$ cat src/core/adccfg_pkg.sv
/*
 * Shared constants and types for the converter configuration register slice:
 * register indices, field positions, reset values, timing and carriers.
 * Assumes a single 50 MHz APB clock domain.
 */
package adccfg_pkg;

   // Clock period of pclk
   localparam int CLK_PERIOD_NS = 20;

   // Register indices; the byte address is four times the index
   localparam logic [5:0] IDX_MODE = 6'h02;
   localparam logic [5:0] IDX_CLOCK = 6'h03;
   localparam logic [5:0] IDX_GAIN = 6'h04;
   localparam logic [5:0] IDX_IRQ_STAT = 6'h10;
   localparam logic [5:0] IDX_IRQ_MASK = 6'h11;
   localparam logic [7:0] ADDR_MODE = {IDX_MODE, 2'b00};
   localparam logic [7:0] ADDR_CLOCK = {IDX_CLOCK, 2'b00};
   localparam logic [7:0] ADDR_GAIN = {IDX_GAIN, 2'b00};
   localparam logic [7:0] ADDR_IRQ_STAT = {IDX_IRQ_STAT, 2'b00};
   localparam logic [7:0] ADDR_IRQ_MASK = {IDX_IRQ_MASK, 2'b00};

   // Reset values and writable masks
   localparam logic [15:0] MODE_RST = 16'h0510;
   localparam logic [15:0] CLOCK_RST = 16'h030e;
   localparam logic [15:0] CLOCK_WMASK = 16'h03ff;
   localparam logic [15:0] GAIN_RST = 16'h0000;
   localparam logic [2:0] IRQ_RST = 3'h0;

   // Mode register field positions
   localparam int MODE_FMT_BIT = 0;
   localparam int MODE_FLOAT_BIT = 1;
   localparam int MODE_SEL_LSB = 2;
   // Clock register field positions
   localparam int CLK_PWR_LSB = 0;
   localparam int CLK_OSR_LSB = 2;
   localparam int CLK_FAST_BIT = 5;
   localparam int CLK_CH0_BIT = 8;
   localparam int CLK_CH1_BIT = 9;
   // Gain register field positions
   localparam int GAIN_CH0_LSB = 0;
   localparam int GAIN_CH1_LSB = 4;
   // Interrupt status bit positions
   localparam int IRQ_READY_BIT = 0;
   localparam int IRQ_CH0_BIT = 1;
   localparam int IRQ_CH1_BIT = 2;

   // Ready source selector codes
   localparam logic [1:0] SEL_LAGGING = 2'h0;
   localparam logic [1:0] SEL_ANY = 2'h1;

   // Ratio used by the fixed override
   localparam logic [14:0] OSR_FAST = 15'h0040;

   // Low pulse width on the ready pin
   localparam int PULSE_NS = 80;
   localparam int PULSE_CYC_I = (PULSE_NS + CLK_PERIOD_NS - 1) / CLK_PERIOD_NS;
   localparam logic [2:0] PULSE_CYC = 3'(PULSE_CYC_I);

   // Power level decode
   typedef enum logic [1:0] {PWR_VLOW, PWR_LOW, PWR_HRES} adccfg_pwr_t;

   // Ready pin driver states
   typedef enum logic [1:0] {PIN_IDLE, PIN_HOLD, PIN_PULSE} adccfg_pin_t;

   // Decoded configuration handed to the converter core
   typedef struct packed {
      logic [1:0] chan_on;
      logic [14:0] osr;
      adccfg_pwr_t power;
      logic [7:0] gain0;
      logic [7:0] amp_gain_config;
   } adccfg_cfg_t;

endpackage

$ cat src/core/adccfg_regs.sv
/*
 * APB register slice of a two-channel converter: interface mode, clock and
 * amplifier gain registers, conversion-ready pin driver and interrupts.
 * Assumes channel result pulses and the data-taken pulse come from logic
 * on pclk; the pin wire level is resolved outside from the enable.
 */
// Operation
// RULE1 - Two-bit selector picks ready pin source
// RULE2 - Idle pin drives high or floats
// RULE3 - Ready shown as held low or pulse
// RULE4 - Bits 9 and 8 enable channels
// RULE5 - Override bit 5 forces ratio 64
// RULE6 - Ratio field decodes 128 through 16256
// RULE7 - Power field decodes three power levels
// RULE8 - Clock register index 3, upper bits zero
// RULE9 - Gain register index 4, resets zero
// RULE10 - Gain codes in bits 6:4, 2:0
// RULE11 - Gain code maps to powers of two
// RULE12 - Host writes zero to reserved bits
`timescale 1ns/1ps
module adccfg_regs (
   // Clock and reset
   input wire logic pclk,
   input wire logic presetn,
   // APB slave
   input wire logic psel,
   input wire logic penable,
   input wire logic pwrite,
   input wire logic [7:0] paddr,
   input wire logic [31:0] pwdata,
   output logic [31:0] prdata,
   output logic pready,
   output logic pslverr,
   // Converter core events
   input wire logic [1:0] chan_result_i,
   input wire logic data_taken_i,
   // Decoded configuration
   output adccfg_pkg::adccfg_cfg_t cfg_o,
   // Conversion ready pin
   output logic conversion_ready_pin_o,
   output logic conversion_ready_pin_oe,
   // Interrupt
   output logic irq_o
);

   // Register storage
   logic [15:0] mode_q, mode_d;
   logic [15:0] clock_q, clock_d;
   logic [15:0] gain_q, gain_d;
   logic [2:0] irq_stat_q, irq_stat_d;
   logic [2:0] irq_mask_q, irq_mask_d;
   logic [31:0] prdata_q, prdata_d;
   // Ready tracking
   logic [1:0] pend_q, pend_d;
   logic avail_q, avail_d;
   adccfg_pkg::adccfg_pin_t st_q, st_d;
   logic [2:0] cnt_q, cnt_d;
   logic pin_o_q, pin_o_d;
   logic pin_oe_q, pin_oe_d;
   // Decoded fields
   logic [1:0] chan_on;
   logic [1:0] ready_source_select;
   logic ready_idle_float;
   logic ready_pulse_format;
   logic fast_ratio_override;
   logic [2:0] oversample_ratio_sel;
   logic [1:0] power_level_sel;
   logic [2:0] chan0_amp_gain;
   logic [2:0] chan1_amp_gain;
   // Bus strobes
   logic wr_en, rd_setup, access, mapped;
   // Ready events
   logic [1:0] arrive;
   logic trig;

   // Field extraction
   assign chan_on = {clock_q[adccfg_pkg::CLK_CH1_BIT],
                     clock_q[adccfg_pkg::CLK_CH0_BIT]}; // RULE4
   assign ready_source_select = mode_q[adccfg_pkg::MODE_SEL_LSB +: 2];
   assign ready_idle_float = mode_q[adccfg_pkg::MODE_FLOAT_BIT];
   assign ready_pulse_format = mode_q[adccfg_pkg::MODE_FMT_BIT];
   assign fast_ratio_override = clock_q[adccfg_pkg::CLK_FAST_BIT];
   assign oversample_ratio_sel = clock_q[adccfg_pkg::CLK_OSR_LSB +: 3];
   assign power_level_sel = clock_q[adccfg_pkg::CLK_PWR_LSB +: 2];
   assign chan0_amp_gain = gain_q[adccfg_pkg::GAIN_CH0_LSB +: 3]; // RULE10
   assign chan1_amp_gain = gain_q[adccfg_pkg::GAIN_CH1_LSB +: 3]; // RULE10

   // Bus decode; zero wait states, so pready is always high
   assign access = psel && penable;
   assign wr_en = access && pwrite && mapped;
   assign rd_setup = psel && !penable && !pwrite;
   assign mapped = (paddr == adccfg_pkg::ADDR_MODE) ||
                   (paddr == adccfg_pkg::ADDR_CLOCK) ||
                   (paddr == adccfg_pkg::ADDR_GAIN) ||
                   (paddr == adccfg_pkg::ADDR_IRQ_STAT) ||
                   (paddr == adccfg_pkg::ADDR_IRQ_MASK);
   assign pready = 1'b1;
   assign pslverr = access && !mapped;
   assign prdata = prdata_q;

   // Configuration decode for the converter core
   always_comb begin
      cfg_o.chan_on = chan_on; // RULE4
      // Override wins over the ratio field
      if (fast_ratio_override) begin
         cfg_o.osr = adccfg_pkg::OSR_FAST; // RULE5
      end else begin
         case (oversample_ratio_sel) // RULE6
            3'h0: cfg_o.osr = 15'h0080;
            3'h1: cfg_o.osr = 15'h0100;
            3'h2: cfg_o.osr = 15'h0200;
            3'h3: cfg_o.osr = 15'h0400;
            3'h4: cfg_o.osr = 15'h0800;
            3'h5: cfg_o.osr = 15'h1000;
            3'h6: cfg_o.osr = 15'h2000;
            default: cfg_o.osr = 15'h3f80;
         endcase
      end
      // Both upper codes select high resolution
      case (power_level_sel) // RULE7
         2'h0: cfg_o.power = adccfg_pkg::PWR_VLOW;
         2'h1: cfg_o.power = adccfg_pkg::PWR_LOW;
         default: cfg_o.power = adccfg_pkg::PWR_HRES;
      endcase
      // Gains are powers of two of the code
      cfg_o.gain0 = 8'h01 << chan0_amp_gain; // RULE11
      cfg_o.amp_gain_config = 8'h01 << chan1_amp_gain; // RULE11
   end

   // Register file next values
   always_comb begin
      mode_d = mode_q;
      clock_d = clock_q;
      gain_d = gain_q;
      irq_mask_d = irq_mask_q;
      prdata_d = prdata_q;
      if (wr_en) begin
         case (paddr)
            adccfg_pkg::ADDR_MODE: begin
               mode_d = pwdata[15:0];
            end
            adccfg_pkg::ADDR_CLOCK: begin
               // Upper six bits stay zero
               clock_d = pwdata[15:0] & adccfg_pkg::CLOCK_WMASK; // RULE8
            end
            adccfg_pkg::ADDR_GAIN: begin
               // Reserved bits are kept as written
               gain_d = pwdata[15:0]; // RULE10
            end
            adccfg_pkg::ADDR_IRQ_MASK: begin
               irq_mask_d = pwdata[2:0];
            end
            default: begin
               irq_mask_d = irq_mask_q;
            end
         endcase
      end
      // Read data is fetched in the setup cycle so it leaves a flop
      if (rd_setup) begin
         case (paddr)
            adccfg_pkg::ADDR_MODE: prdata_d = {16'h0000, mode_q};
            adccfg_pkg::ADDR_CLOCK: prdata_d = {16'h0000, clock_q}; // RULE8
            adccfg_pkg::ADDR_GAIN: prdata_d = {16'h0000, gain_q}; // RULE9
            adccfg_pkg::ADDR_IRQ_STAT: prdata_d = {29'h0, irq_stat_q};
            adccfg_pkg::ADDR_IRQ_MASK: prdata_d = {29'h0, irq_mask_q};
            default: prdata_d = 32'h0000_0000;
         endcase
      end
   end

   // Ready source and pin driver next values
   always_comb begin
      arrive = chan_result_i & chan_on; // RULE4
      // A new arrival beats a simultaneous clear
      pend_d = (pend_q & ~{2{data_taken_i}}) | arrive;
      case (ready_source_select) // RULE1
         adccfg_pkg::SEL_LAGGING: avail_d = (chan_on != 2'h0) &&
                                  ((pend_d & chan_on) == chan_on);
         adccfg_pkg::SEL_ANY: avail_d = |(pend_d & chan_on);
         // Leading: first enabled arrival makes data available
         default: avail_d = |(pend_d & chan_on);
      endcase
      // In OR mode every arrival signals, otherwise only the rise of avail
      if (ready_source_select == adccfg_pkg::SEL_ANY) begin
         trig = |arrive; // RULE1
      end else begin
         trig = avail_d && !avail_q; // RULE1
      end
      st_d = st_q;
      cnt_d = cnt_q;
      case (st_q)
         adccfg_pkg::PIN_IDLE: begin
            if (trig && ready_pulse_format) begin
               st_d = adccfg_pkg::PIN_PULSE; // RULE3
               cnt_d = adccfg_pkg::PULSE_CYC - 3'h1;
            end else if (trig) begin
               st_d = adccfg_pkg::PIN_HOLD; // RULE3
            end
         end
         adccfg_pkg::PIN_HOLD: begin
            // Held low until the result is taken
            if (!avail_d) begin
               st_d = adccfg_pkg::PIN_IDLE;
            end
         end
         adccfg_pkg::PIN_PULSE: begin
            // A new event restarts the pulse
            if (trig) begin
               cnt_d = adccfg_pkg::PULSE_CYC - 3'h1;
            end else if (cnt_q == 3'h0) begin
               st_d = adccfg_pkg::PIN_IDLE;
            end else begin
               cnt_d = cnt_q - 3'h1;
            end
         end
         default: begin
            st_d = adccfg_pkg::PIN_IDLE;
         end
      endcase
      // Pin levels follow the next state so they leave flops
      if (st_d == adccfg_pkg::PIN_IDLE) begin
         pin_o_d = 1'b1; // RULE2
         pin_oe_d = !ready_idle_float; // RULE2
      end else begin
         pin_o_d = 1'b0; // RULE3
         pin_oe_d = 1'b1;
      end
   end

   // Interrupt status: hardware set wins over a write-one clear
   always_comb begin
      irq_stat_d = irq_stat_q;
      if (wr_en && paddr == adccfg_pkg::ADDR_IRQ_STAT) begin
         irq_stat_d = irq_stat_q & ~pwdata[2:0];
      end
      irq_stat_d[adccfg_pkg::IRQ_READY_BIT] =
         irq_stat_d[adccfg_pkg::IRQ_READY_BIT] | trig;
      irq_stat_d[adccfg_pkg::IRQ_CH0_BIT] =
         irq_stat_d[adccfg_pkg::IRQ_CH0_BIT] | arrive[0];
      irq_stat_d[adccfg_pkg::IRQ_CH1_BIT] =
         irq_stat_d[adccfg_pkg::IRQ_CH1_BIT] | arrive[1];
   end

   assign irq_o = |(irq_stat_q & irq_mask_q);
   assign conversion_ready_pin_o = pin_o_q;
   assign conversion_ready_pin_oe = pin_oe_q;

   // All state registers
   always_ff @(posedge pclk or negedge presetn) begin
      if (!presetn) begin
         mode_q <= adccfg_pkg::MODE_RST; // RULE1
         clock_q <= adccfg_pkg::CLOCK_RST; // RULE8
         gain_q <= adccfg_pkg::GAIN_RST; // RULE9
         irq_stat_q <= adccfg_pkg::IRQ_RST;
         irq_mask_q <= adccfg_pkg::IRQ_RST;
         prdata_q <= 32'h0000_0000;
         pend_q <= 2'h0;
         avail_q <= 1'b0;
         st_q <= adccfg_pkg::PIN_IDLE;
         cnt_q <= 3'h0;
         pin_o_q <= 1'b1;
         pin_oe_q <= 1'b1;
      end else begin
         mode_q <= mode_d;
         clock_q <= clock_d;
         gain_q <= gain_d;
         irq_stat_q <= irq_stat_d;
         irq_mask_q <= irq_mask_d;
         prdata_q <= prdata_d;
         pend_q <= pend_d;
         avail_q <= avail_d;
         st_q <= st_d;
         cnt_q <= cnt_d;
         pin_o_q <= pin_o_d;
         pin_oe_q <= pin_oe_d;
      end
   end
endmodule // adccfg_regs

$ cat config.mk
export PLATFORM = sky130hd
export DESIGN_NAME = adccfg_regs
export DESIGN_NICKNAME = d
export VERILOG_FILES = /design/src/core/adccfg_pkg.sv /design/src/core/adccfg_regs.sv
export SDC_FILE = /design/constraint.sdc
export NUM_CORES = 1
export LEC_CHECK = 0
export BUFFER_PORTS_ARGS = -buffer_cell sky130_fd_sc_hd__buf_4
export CORE_MARGIN = 2
export CORE_UTILIZATION = 51
export DETAILED_ROUTE_END_ITERATION = 10
export PLACE_DENSITY = 0.78
export SYNTH_ARGS = -nofsm -noshare
export SYNTH_HDL_FRONTEND = slang
export SYNTH_SLANG_ARGS = --single-unit
$ cat constraint.sdc
create_clock -name pclk -period 2.8 [get_ports pclk]
set_clock_uncertainty 0.1 [all_clocks]
set_input_delay 0.28 -clock pclk [delete_from_list [all_inputs] [get_ports pclk]]
set_output_delay 0.28 -clock pclk [all_outputs]
set_load 0.1 [all_outputs]
==> results of run 1 <==
[power groups by stage]
| stage | Combinational (mW) | Clock [mW] | Sequential (mW) |
|---|---|---|---|
| 6_report | 0.374 | 0.736 | 1.12 |
| 5_1_grt | 0.393 | 0.798 | 1.12 |
| 4_1_cts | 0.375 | 0.755 | 1.11 |
| 3_5_place_dp | 0.374 | 0 | 1.13 |
| 3_3_place_gp | 0.368 | 0 | 1.13 |
| 2_1_floorplan | 0.286 | 0 | 1.15 |
[critical path, cell delays in order (launching register included)]
cell and delay, ps:
dfstp_2 610, nand2_1 100, o21a_1 150, a221oi_1 790
o31ai_1 250, a32oi_1 210
[final cells by class]
cell class	instances	area [um^2]	area share, %
tap	99	124	2.70
sequential	74	1860	40.6
timing repair buffer	90	678	14.8
clock buffer	14	163	3.54
inverter	8	30.0	0.653
multi-input combinational	234	1720	37.5
clock inverter	2	12.5	0.272
[registers in the layout, indices dropped and copies added (netlist names)]
name and count:
avail_q 1, irq_stat_q 3, cnt_q 3, mode_q 16, conversion_ready_pin_o 1, irq_mask_q 3
prdata 16, st_q 2, clock_q 10, gain_q 16, conversion_ready_pin_oe 1, pend_q 2
[cells by family (layout without fill, tap and decap cells)]
kind of cell	count (synthesis)	after routing
muxes	50	50
AOI/OAI and AO/OA	58	58
and+or+nand+nor	96	96
xor gates and xnor gates	4	4
DFF	74	74
buffers and inverters	58	114
other	2	24
adders and majority gates	2	2
[path summary, 6_finish.rpt]
kind	to	slack [ps]	start	cells past startpoint
worst max-delay path	cnt_q[1]	500	clock_q[9]	5
worst min-delay path	mode_q[12]	70	pwdata[12]	2
max in group asynchronous	prdata[9]	1500	presetn	2
worst max register to register	cnt_q[1]	500	clock_q[9]	5
min in group asynchronous	prdata[2]	520	presetn	2
worst min register to register	conversion_ready_pin_oe	380	mode_q[1]	1
[cell usage in the layout, fill, tap and decap left out, drive strengths merged, types with 3 or more instances in the layout]
cell     n
nor2    13
nor3b   10
o22a     4
a21oi    4
inv      8
and3b    8
o21ai   14
mux2i    3
xor2     3
nand2b   5
nand2   34
mux2    47
dfrtp   64
dfstp   10
o221ai   6
clkbuf  14
nor3     9
buf     89
a22oi   18
conb    24
[layer usage]
layer	GRT usage, %	up-vias
met5	0	-
met4	5.18	0
met3	7.10	11
met2	37.1	78
met1	27.0	1399
li1	-	1316
==> results.txt, run 1 <==
The run gives 52.7% as the initial core utilization. TritonCTS built the clock tree. In this run the tool buffered the top-level ports with 79 buffer cells. DRC violation count after routing: 0.

In this run the clock root is driven by a clkbuf_8. After synthesis, the most frequently instantiated cells are 64 x dfrtp_1, 37 x mux2_2, 34 x nand2_1, 29 x buf_4, 18 x a22oi_1. The critical-path maximum fanout is 7, and the post-route cell area is 4600 um^2. In the synthesized netlist, the number of instances is 344.

The routed design uses 565 um of met3 wire. The total internal power is 1.54 mW, and the combinational power share is 16.8%. After synthesis, the cell types taking the most area are dfrtp_1 42%, mux2_2 11%, dfstp_2 6.8%, buf_4 5.7%, mux2_4 3.9%. The later pin in the worst-skew pair is clocked with a latency of 340 ps.

After synthesis, flip-flops and latches occupy 48.5% of the total area. At the end of routability-driven placement, the weighted congestion stood at 0.808. The post-synthesis share of cell area spent on xor and xnor gates is 0.911%, and the total clock buffers created by CTS is 9. The worst path needs 2300 ps of the cycle, external delays included. Detailed routing inserted a total of 2804 vias. After synthesis the cells add up to 3840 um^2.

Static timing analysis puts the maximum clock frequency at 435 MHz. Clock-pin slew was measured on the worst setup and hold paths at 80 ps. For the number of hold buffers added after CTS, the log shows 1. In this run the post-CTS setup repair buffer count came out at 0. Setup violations remaining at the end of the flow were counted as 0. The synthesized-area fraction occupied by adder cells came out at 0.651%. For this run, asynchronously set or reset flops after synthesis account for 100%. The filler cells instantiated in the layout total 616. The net count of the finished layout is 467. The number of antenna repair diodes was 0; the minimum setup slack in the final design was 502 ps. In the synthesized netlist the dominant register cell turns out to be dfrtp_1.

The post-placement cell area came out at 4410 um^2. Max-cap violations in this run came to 0. Yosys printed 0 warnings. The critical path is of the flop to flop type.

Yosys instantiated no cell more often than dfrtp_1. For the power spent charging and discharging nets, the log shows 681 uW. Global routing used 21.8% of the available tracks. Setup repair after global routing left no endpoint under its margin. The design draws 2.22 mW. The logs give 0 for the number of antenna violations at the first check in global routing and 31 for the number of placement rows. The vertical extent of the die was 90.8 um; the critical path data arrival time was 2460 ps.

From left edge to right edge, the die measures 90.8 um. The region available for standard cell placement spans 7290 um^2. In this run the tightest slew margin relative to its limit is 38.7%. Detailed routing placed a total of 4330 um of wire on met2. The H-tree depth was 3; the fraction of the core area covered by cells at the end of the flow was 63.0%. The count of unique library cells instantiated by Yosys was 51; the clock sink count was 74.

After synthesis, the share of cell area in mux cells is 15.5%. After global routing the overflow that remains totals 0. Including well taps, the total number of placed cells is 504. The fraction of layout cells with a size suffix above 1 is 40.3%, and the maximum number of buffers from clock root to sink is 2. Switching share of power: 30.6%. The top cell type's share of synthesized area is 41.7%. On the final layout, the worst hold slack is 67.8 ps. The logs give 237 ps for the worst slack after detailed placement and 14300 um for the global-route wire length before repair. After detailed routing, the average wire length per cell comes to 16.5 um.

The run gives 2.28 nW as the static power due to leakage. The tools report the wire length reported by the detailed router as 8570 um. Per report_power, the sequential group accounts for 50.1% of the total. After clock tree synthesis, the repair step resized 0 gates.

The biggest area contributor in the post-synthesis netlist is dfrtp_1. The setup total negative slack was 0 ps; the clock network fraction of design power was 33.1%. The die covers 8250 um^2. The run finished with clean final reports. The detailed router used layers up to and including met4. For this design the ratio of total power to cell area is 484 nW/um^2. The detailed placement HPWL was 6000 um; the number of synthesized register bits was 74. The worst setup path is launched from a flop.

The count of pins over their slew limit is 0, and the number of vias per cell after detailed routing is 5.38. The worst path uses 82.1% of the clock period. The tools report the final count of hold timing violations as 0. The synthesized netlist devotes 10.9% of its cell area to compound gates. The area fraction in and, or, nand and nor cells after synthesis is 14.0%, and the number of optimization iterations in the first detailed-route pass is 4. From synthesis to final layout, the design area changed by 19.5%. For the pin with the worst max-slew slack, the measured transition is 919 ps. Type of the tightest min-delay check: primary input to flop. The via count of the first global-routing pass came out at 2854. The logs give 2960 ps for the worst path required time and 120 for the number of primary I/O pins. For this block, wires on met1 add up to 3580 um.

Leaving out filler cells and counting taps, the final layout contains 521. Counting flops with a built-in enable in the synthesized netlist gives 0. The tools report the sort of element at the end of the critical path as a flop. IR analysis of the VDD net gives a maximum drop of 0.329 mV. The run gives 0 as the remaining antenna violation count after routing. For the first-iteration detailed-routing DRC count, the log shows 108.

Entering global routing, the biggest net connects 75 pins. After synthesis, the largest family of logic cells by area is multiplexers. Each instance of the synthesized netlist takes up on average 11.2 um^2.
(Power assumes the default switching activity.)
==> inputs of run 2 (changes only) <==
--- a/config.mk
+++ b/config.mk
@@ -5,11 +5,12 @@
 export SDC_FILE = /design/constraint.sdc
 export NUM_CORES = 1
 export LEC_CHECK = 0
+export ABC_AREA = 1
 export BUFFER_PORTS_ARGS = -buffer_cell sky130_fd_sc_hd__buf_4
 export CORE_MARGIN = 2
-export CORE_UTILIZATION = 51
+export CORE_UTILIZATION = 47
 export DETAILED_ROUTE_END_ITERATION = 10
-export PLACE_DENSITY = 0.78
+export PLACE_DENSITY = 0.74
 export SYNTH_ARGS = -nofsm -noshare
 export SYNTH_HDL_FRONTEND = slang
 export SYNTH_SLANG_ARGS = --single-unit
==> constraint.sdc (replaced) <==
create_clock -name pclk -period 2 [get_ports pclk]
set_clock_uncertainty 0.1 [all_clocks]
set_input_delay 0.2 -clock pclk [delete_from_list [all_inputs] [get_ports pclk]]
set_output_delay 0.2 -clock pclk [all_outputs]
set_load 0.1 [all_outputs]
==> results.txt, run 2 <==
The number of primary I/O pins is 120 (unchanged), and the static power due to leakage is 2.67 nW (was 2.28 nW). The area fraction in and, or, nand and nor cells after synthesis was 28.3% (was 14.0%); the fraction of registers with async set or reset after synthesis was 100% (unchanged). The worst path required time was 1700 ps (was 2960 ps). TritonCTS built the clock tree. Core region area: 8640 um^2 (was 7290 um^2). The post-synthesis cell type with the largest combined area was dfrtp_1 (unchanged). The DRC violation count after routing came out at 0 (unchanged).

Kind of cell with the highest combined delay on the critical path: flip-flops (was compound AO/OA/AOI/OAI gates). Leading cell types in the layout, fill and taps excluded: 130 x nand2_1, 84 x buf_4, 63 x dfrtp_1 (was 89 x buf_4, 64 x dfrtp_1, 37 x mux2_2). The run gives 3264 (was 2854) as the via count of the first global-routing pass.

The tools report the total power of the final layout as 3.12 mW (was 2.22 mW). The tools report the count of unique library cells instantiated by Yosys as 34 (was 51). Synthesized-area fraction occupied by adder cells: 0.604% (was 0.651%). The H-tree depth was 3 (unchanged).

The tools report the critical path startpoint as clock_q[2] (was clock_q[9]). Highest-delay cell along the critical path: dfstp_2 (was a221oi_1). The slack of the worst reg-to-reg path was 410 ps (was 500 ps); the number of placement rows was 34 (was 31). Post-synth top cells: 130 x nand2_1, 64 x dfrtp_1, 53 x inv_1, 27 x buf_4, 27 x o21ai_2 (was 64 x dfrtp_1, 37 x mux2_2, 34 x nand2_1, 29 x buf_4, 18 x a22oi_1). The vertical extent of the die was 97.9 um (was 90.8 um). For this run, the top clock speed supported by timing is 536 MHz.

The hold path depth is 3 (was 2), and the number of antenna repair diodes is 0 (unchanged). The number of antenna violations at the first check in global routing came out at 0 (unchanged). Sort of element at the end of the critical path: an output pin (was a flop). The number of violations of the max-capacitance limit was 0 (unchanged); the power per unit of standard cell area was 611 nW/um^2 (was 484 nW/um^2).

The number of cell instances on the worst register-to-register path came out at 9 (was 5). The logs give 4140 um^2 (was 3840 um^2) for the netlist area before placement and 626 (was 467) for the number of nets in the layout. The number of enable-type register cells in the synthesized netlist is 0 (unchanged), and the initial core utilization is 48.0% (was 52.7%). Quantity of I/O buffers inserted on ports: 79 (unchanged). The final count of hold timing violations was 0 (unchanged).

The critical-path maximum fanout is 7 (unchanged), and the sum of buffers and inverters on the critical path is 1 (was 0). Setup repair after global routing left no endpoint under its margin. The logs give 0 ps (unchanged) for the setup total negative slack and 207 (was 108) for the first-iteration detailed-routing DRC count.

Die width: 97.9 um (was 90.8 um). The startpoint of the most critical hold path is pwdata[5] (was pwdata[12]). The number of warnings printed during yosys synthesis came out at 0 (unchanged). The overall via count from detail_route is 3400 (was 2804), and the detailed-route wire length per cell is 13.3 um (was 16.5 um). The post-synthesis share of cell area spent on xor and xnor gates was 0.211% (was 0.911%); the portion of the post-synthesis area used by sequential elements was 45.0% (was 48.5%).

The count of final setup violators was 0 (unchanged). Cell chain of the critical path: nand3_1 -> a21oi_1 -> buf_4 (was nand2_1 -> o21a_1 -> a221oi_1 -> o31ai_1 -> a32oi_1). The tools report the gate count after technology mapping as 491 (was 344). The number of synthesized register bits is 74 (unchanged), and the share of the cycle needed by the critical path after routing is 93.3%. Critical path launch point type: a flop (unchanged). Later-pin clock latency in the skew report: 340 ps (about the same). The time the worst path needs with I/O delays and setup is 1870 ps, and the die area is 9580 um^2 (was 8250 um^2). The detailed placement HPWL was 6700 um (was 6000 um).

Combinational family with the most area after synthesis: simple AND/OR/NAND/NOR gates (was multiplexers). The commonest register cell after synthesis is dfrtp_1 (unchanged). The maximum number of buffers from clock root to sink came out at 2 (unchanged). The type of the tightest min-delay check is primary input to flop (unchanged). The run gives 1570 ps (was 2460 ps) as the critical path data arrival time. The origin of the critical flop-to-flop path was clock_q[8] (was clock_q[9]). The run gives 74 (unchanged) as the clock sink count.

The remaining global-route overflow is 0 (unchanged), and the wire length reported by the detailed router is 9140 um (was 8570 um). The delay of the slowest critical-path stage was 600 ps (was 790 ps); the placer congestion estimate was 0.821 (was 0.808). Number of vias per cell after detailed routing: 4.93 (was 5.38). The share of the synthesized area in compound gates (AO/OA/AOI/OAI) is 11.7% (was 10.9%). The remaining antenna violation count after routing is 0 (unchanged), and the count of pins over their slew limit is 0 (unchanged). The number of cells on the critical path was 3 (was 5); the CTS clock-pin slew for the worst setup and hold paths was 70 ps (was 80 ps). The tools report the worst voltage drop across the vdd grid as 0.387 mV (was 0.329 mV). Category of the critical setup timing path: flop to output pin (was flop to flop). Top cells by area in the synthesized netlist: dfrtp_1 39%, nand2_1 12%, dfstp_2 6.3%, o21ai_2 5.7%, buf_4 4.9% (was dfrtp_1 42%, mux2_2 11%, dfstp_2 6.8%, buf_4 5.7%, mux2_4 3.9%). The tools report the number of optimization iterations in the first detailed-route pass as 4 (unchanged).

The top cell type's share of synthesized area came out at 38.6% (was 41.7%). The most frequent cell after synthesis is nand2_1 (was dfrtp_1). The pin count of the biggest net entering global routing was 42 (was 75). The area added between synthesis and finish was 23.2% (was 19.5%); the synthesized area per cell was 8.44 um^2 (was 11.2 um^2). Commonest non-fill, non-tap cell in the layout: nand2_1 (was buf_4). The run gives 9 (unchanged) as the total clock buffers created by CTS. The flow ran to the end, and the final reports show no timing, DRC or antenna violations.

The proportion of synthesized area in mux cells works out to 0% (was 15.5%). Root buffer cell: clkbuf_8 (unchanged). The fraction of layout cells with a size suffix above 1 came out at 35.5% (was 40.3%).

The run gives 15700 um (was 14300 um) as the global-route wire length before repair. The overall global routing resource usage was 20.1% (was 21.8%).
==> run 2: changes by cell type after synthesis, moves of 13 or more <==
cell / delta
nand4_1: +13
o21ai_2: +27
nand2_1: +96
mux2_2: -37
inv_1: +45
nand2_2: +18
nand3_1: +14
clkbuf_1: -16
a22oi_1: -18
==> run 2: worst paths after layout <==
check | end
max in group asynchronous | clock_q[3]
worst min register to register | clock_q[6]
worst max-delay path | cfg_o[27]
worst max register to register | conversion_ready_pin_o
min in group asynchronous | prdata[2]
worst min-delay path | clock_q[5]
==> run 2: power by group <==
part           total (mW)  internal, mW  switching (mW)
Sequential           1.53          1.52          0.0136
Combinational       0.546         0.106           0.440
Clock                1.04         0.518           0.525
Total                3.12          2.14           0.978
==> run 2: kinds of logic after synthesis <==
family / count (synthesis)
xor gates and xnor gates: 1
other: 2
buffers and inverters: 104
and+or+nand+nor: 237
AOI/OAI and AO/OA: 71
DFF: 74
adders and majority gates: 2
==> run 2: routing by layer <==
| layer | vias to the layer above | global-route usage (%) | wire [um] |
|---|---|---|---|
| met1 | 1598 | 28.1 | 4090 |
| li1 | 1689 | - | - |
| met2 | 105 | 32.2 | 4520 |
| met4 | 0 | 5.66 | 67 |
| met5 | - | 0 | 0 |
| met3 | 8 | 4.01 | 462 |
==> run 2: cell type report <==
cell class | count | area [um^2]
sequential | 74 | 1870
multi-input combinational | 335 | 1940
clock inverter | 2 | 12.5
fill | 782 | 3530
inverter | 63 | 244
clock buffer | 14 | 163
timing repair buffer | 93 | 751
tap | 108 | 135
==> run 2: repair_timing <==
| item | 4_1_cts | 5_1_grt |
|---|---|---|
| setup endpoints to repair | 4 | 0 |
| endpoints found under the hold margin | 36 | 0 |
| buffers inserted | 0 | 0 |
| resized for setup | 1 | 0 |
| hold buffers | 6 | 0 |
==> run 2: stage by stage <==
step / hold slack [ps] / instance area [um^2] / setup WS [ps] / utilization (%) / std cells
global route: 1.81 / 5110 / 24.1 / 59.1 / 689
CTS: 0.884 / 5110 / 108 / 59.1 / 689
finish: 15.7 / 5110 / 134 / 59.1 / 689
floorplan: -196 / 4390 / -472 / - / 513
global placement: 86.1 / 4870 / 293 / 56.4 / 667
detailed placement: 90.9 / 4870 / 282 / 56.4 / 667
==> run 2: worst register-to-register path, stage by stage (launching register included) <==
cell and delay, ps:
dfstp_2 610, nand2_2 100, nand2_1 100, nand2_1 50, nand2_1 90, nand3_2 130
nand2_1 110, nand2_1 60, o21ai_1 110, nor2_1 70
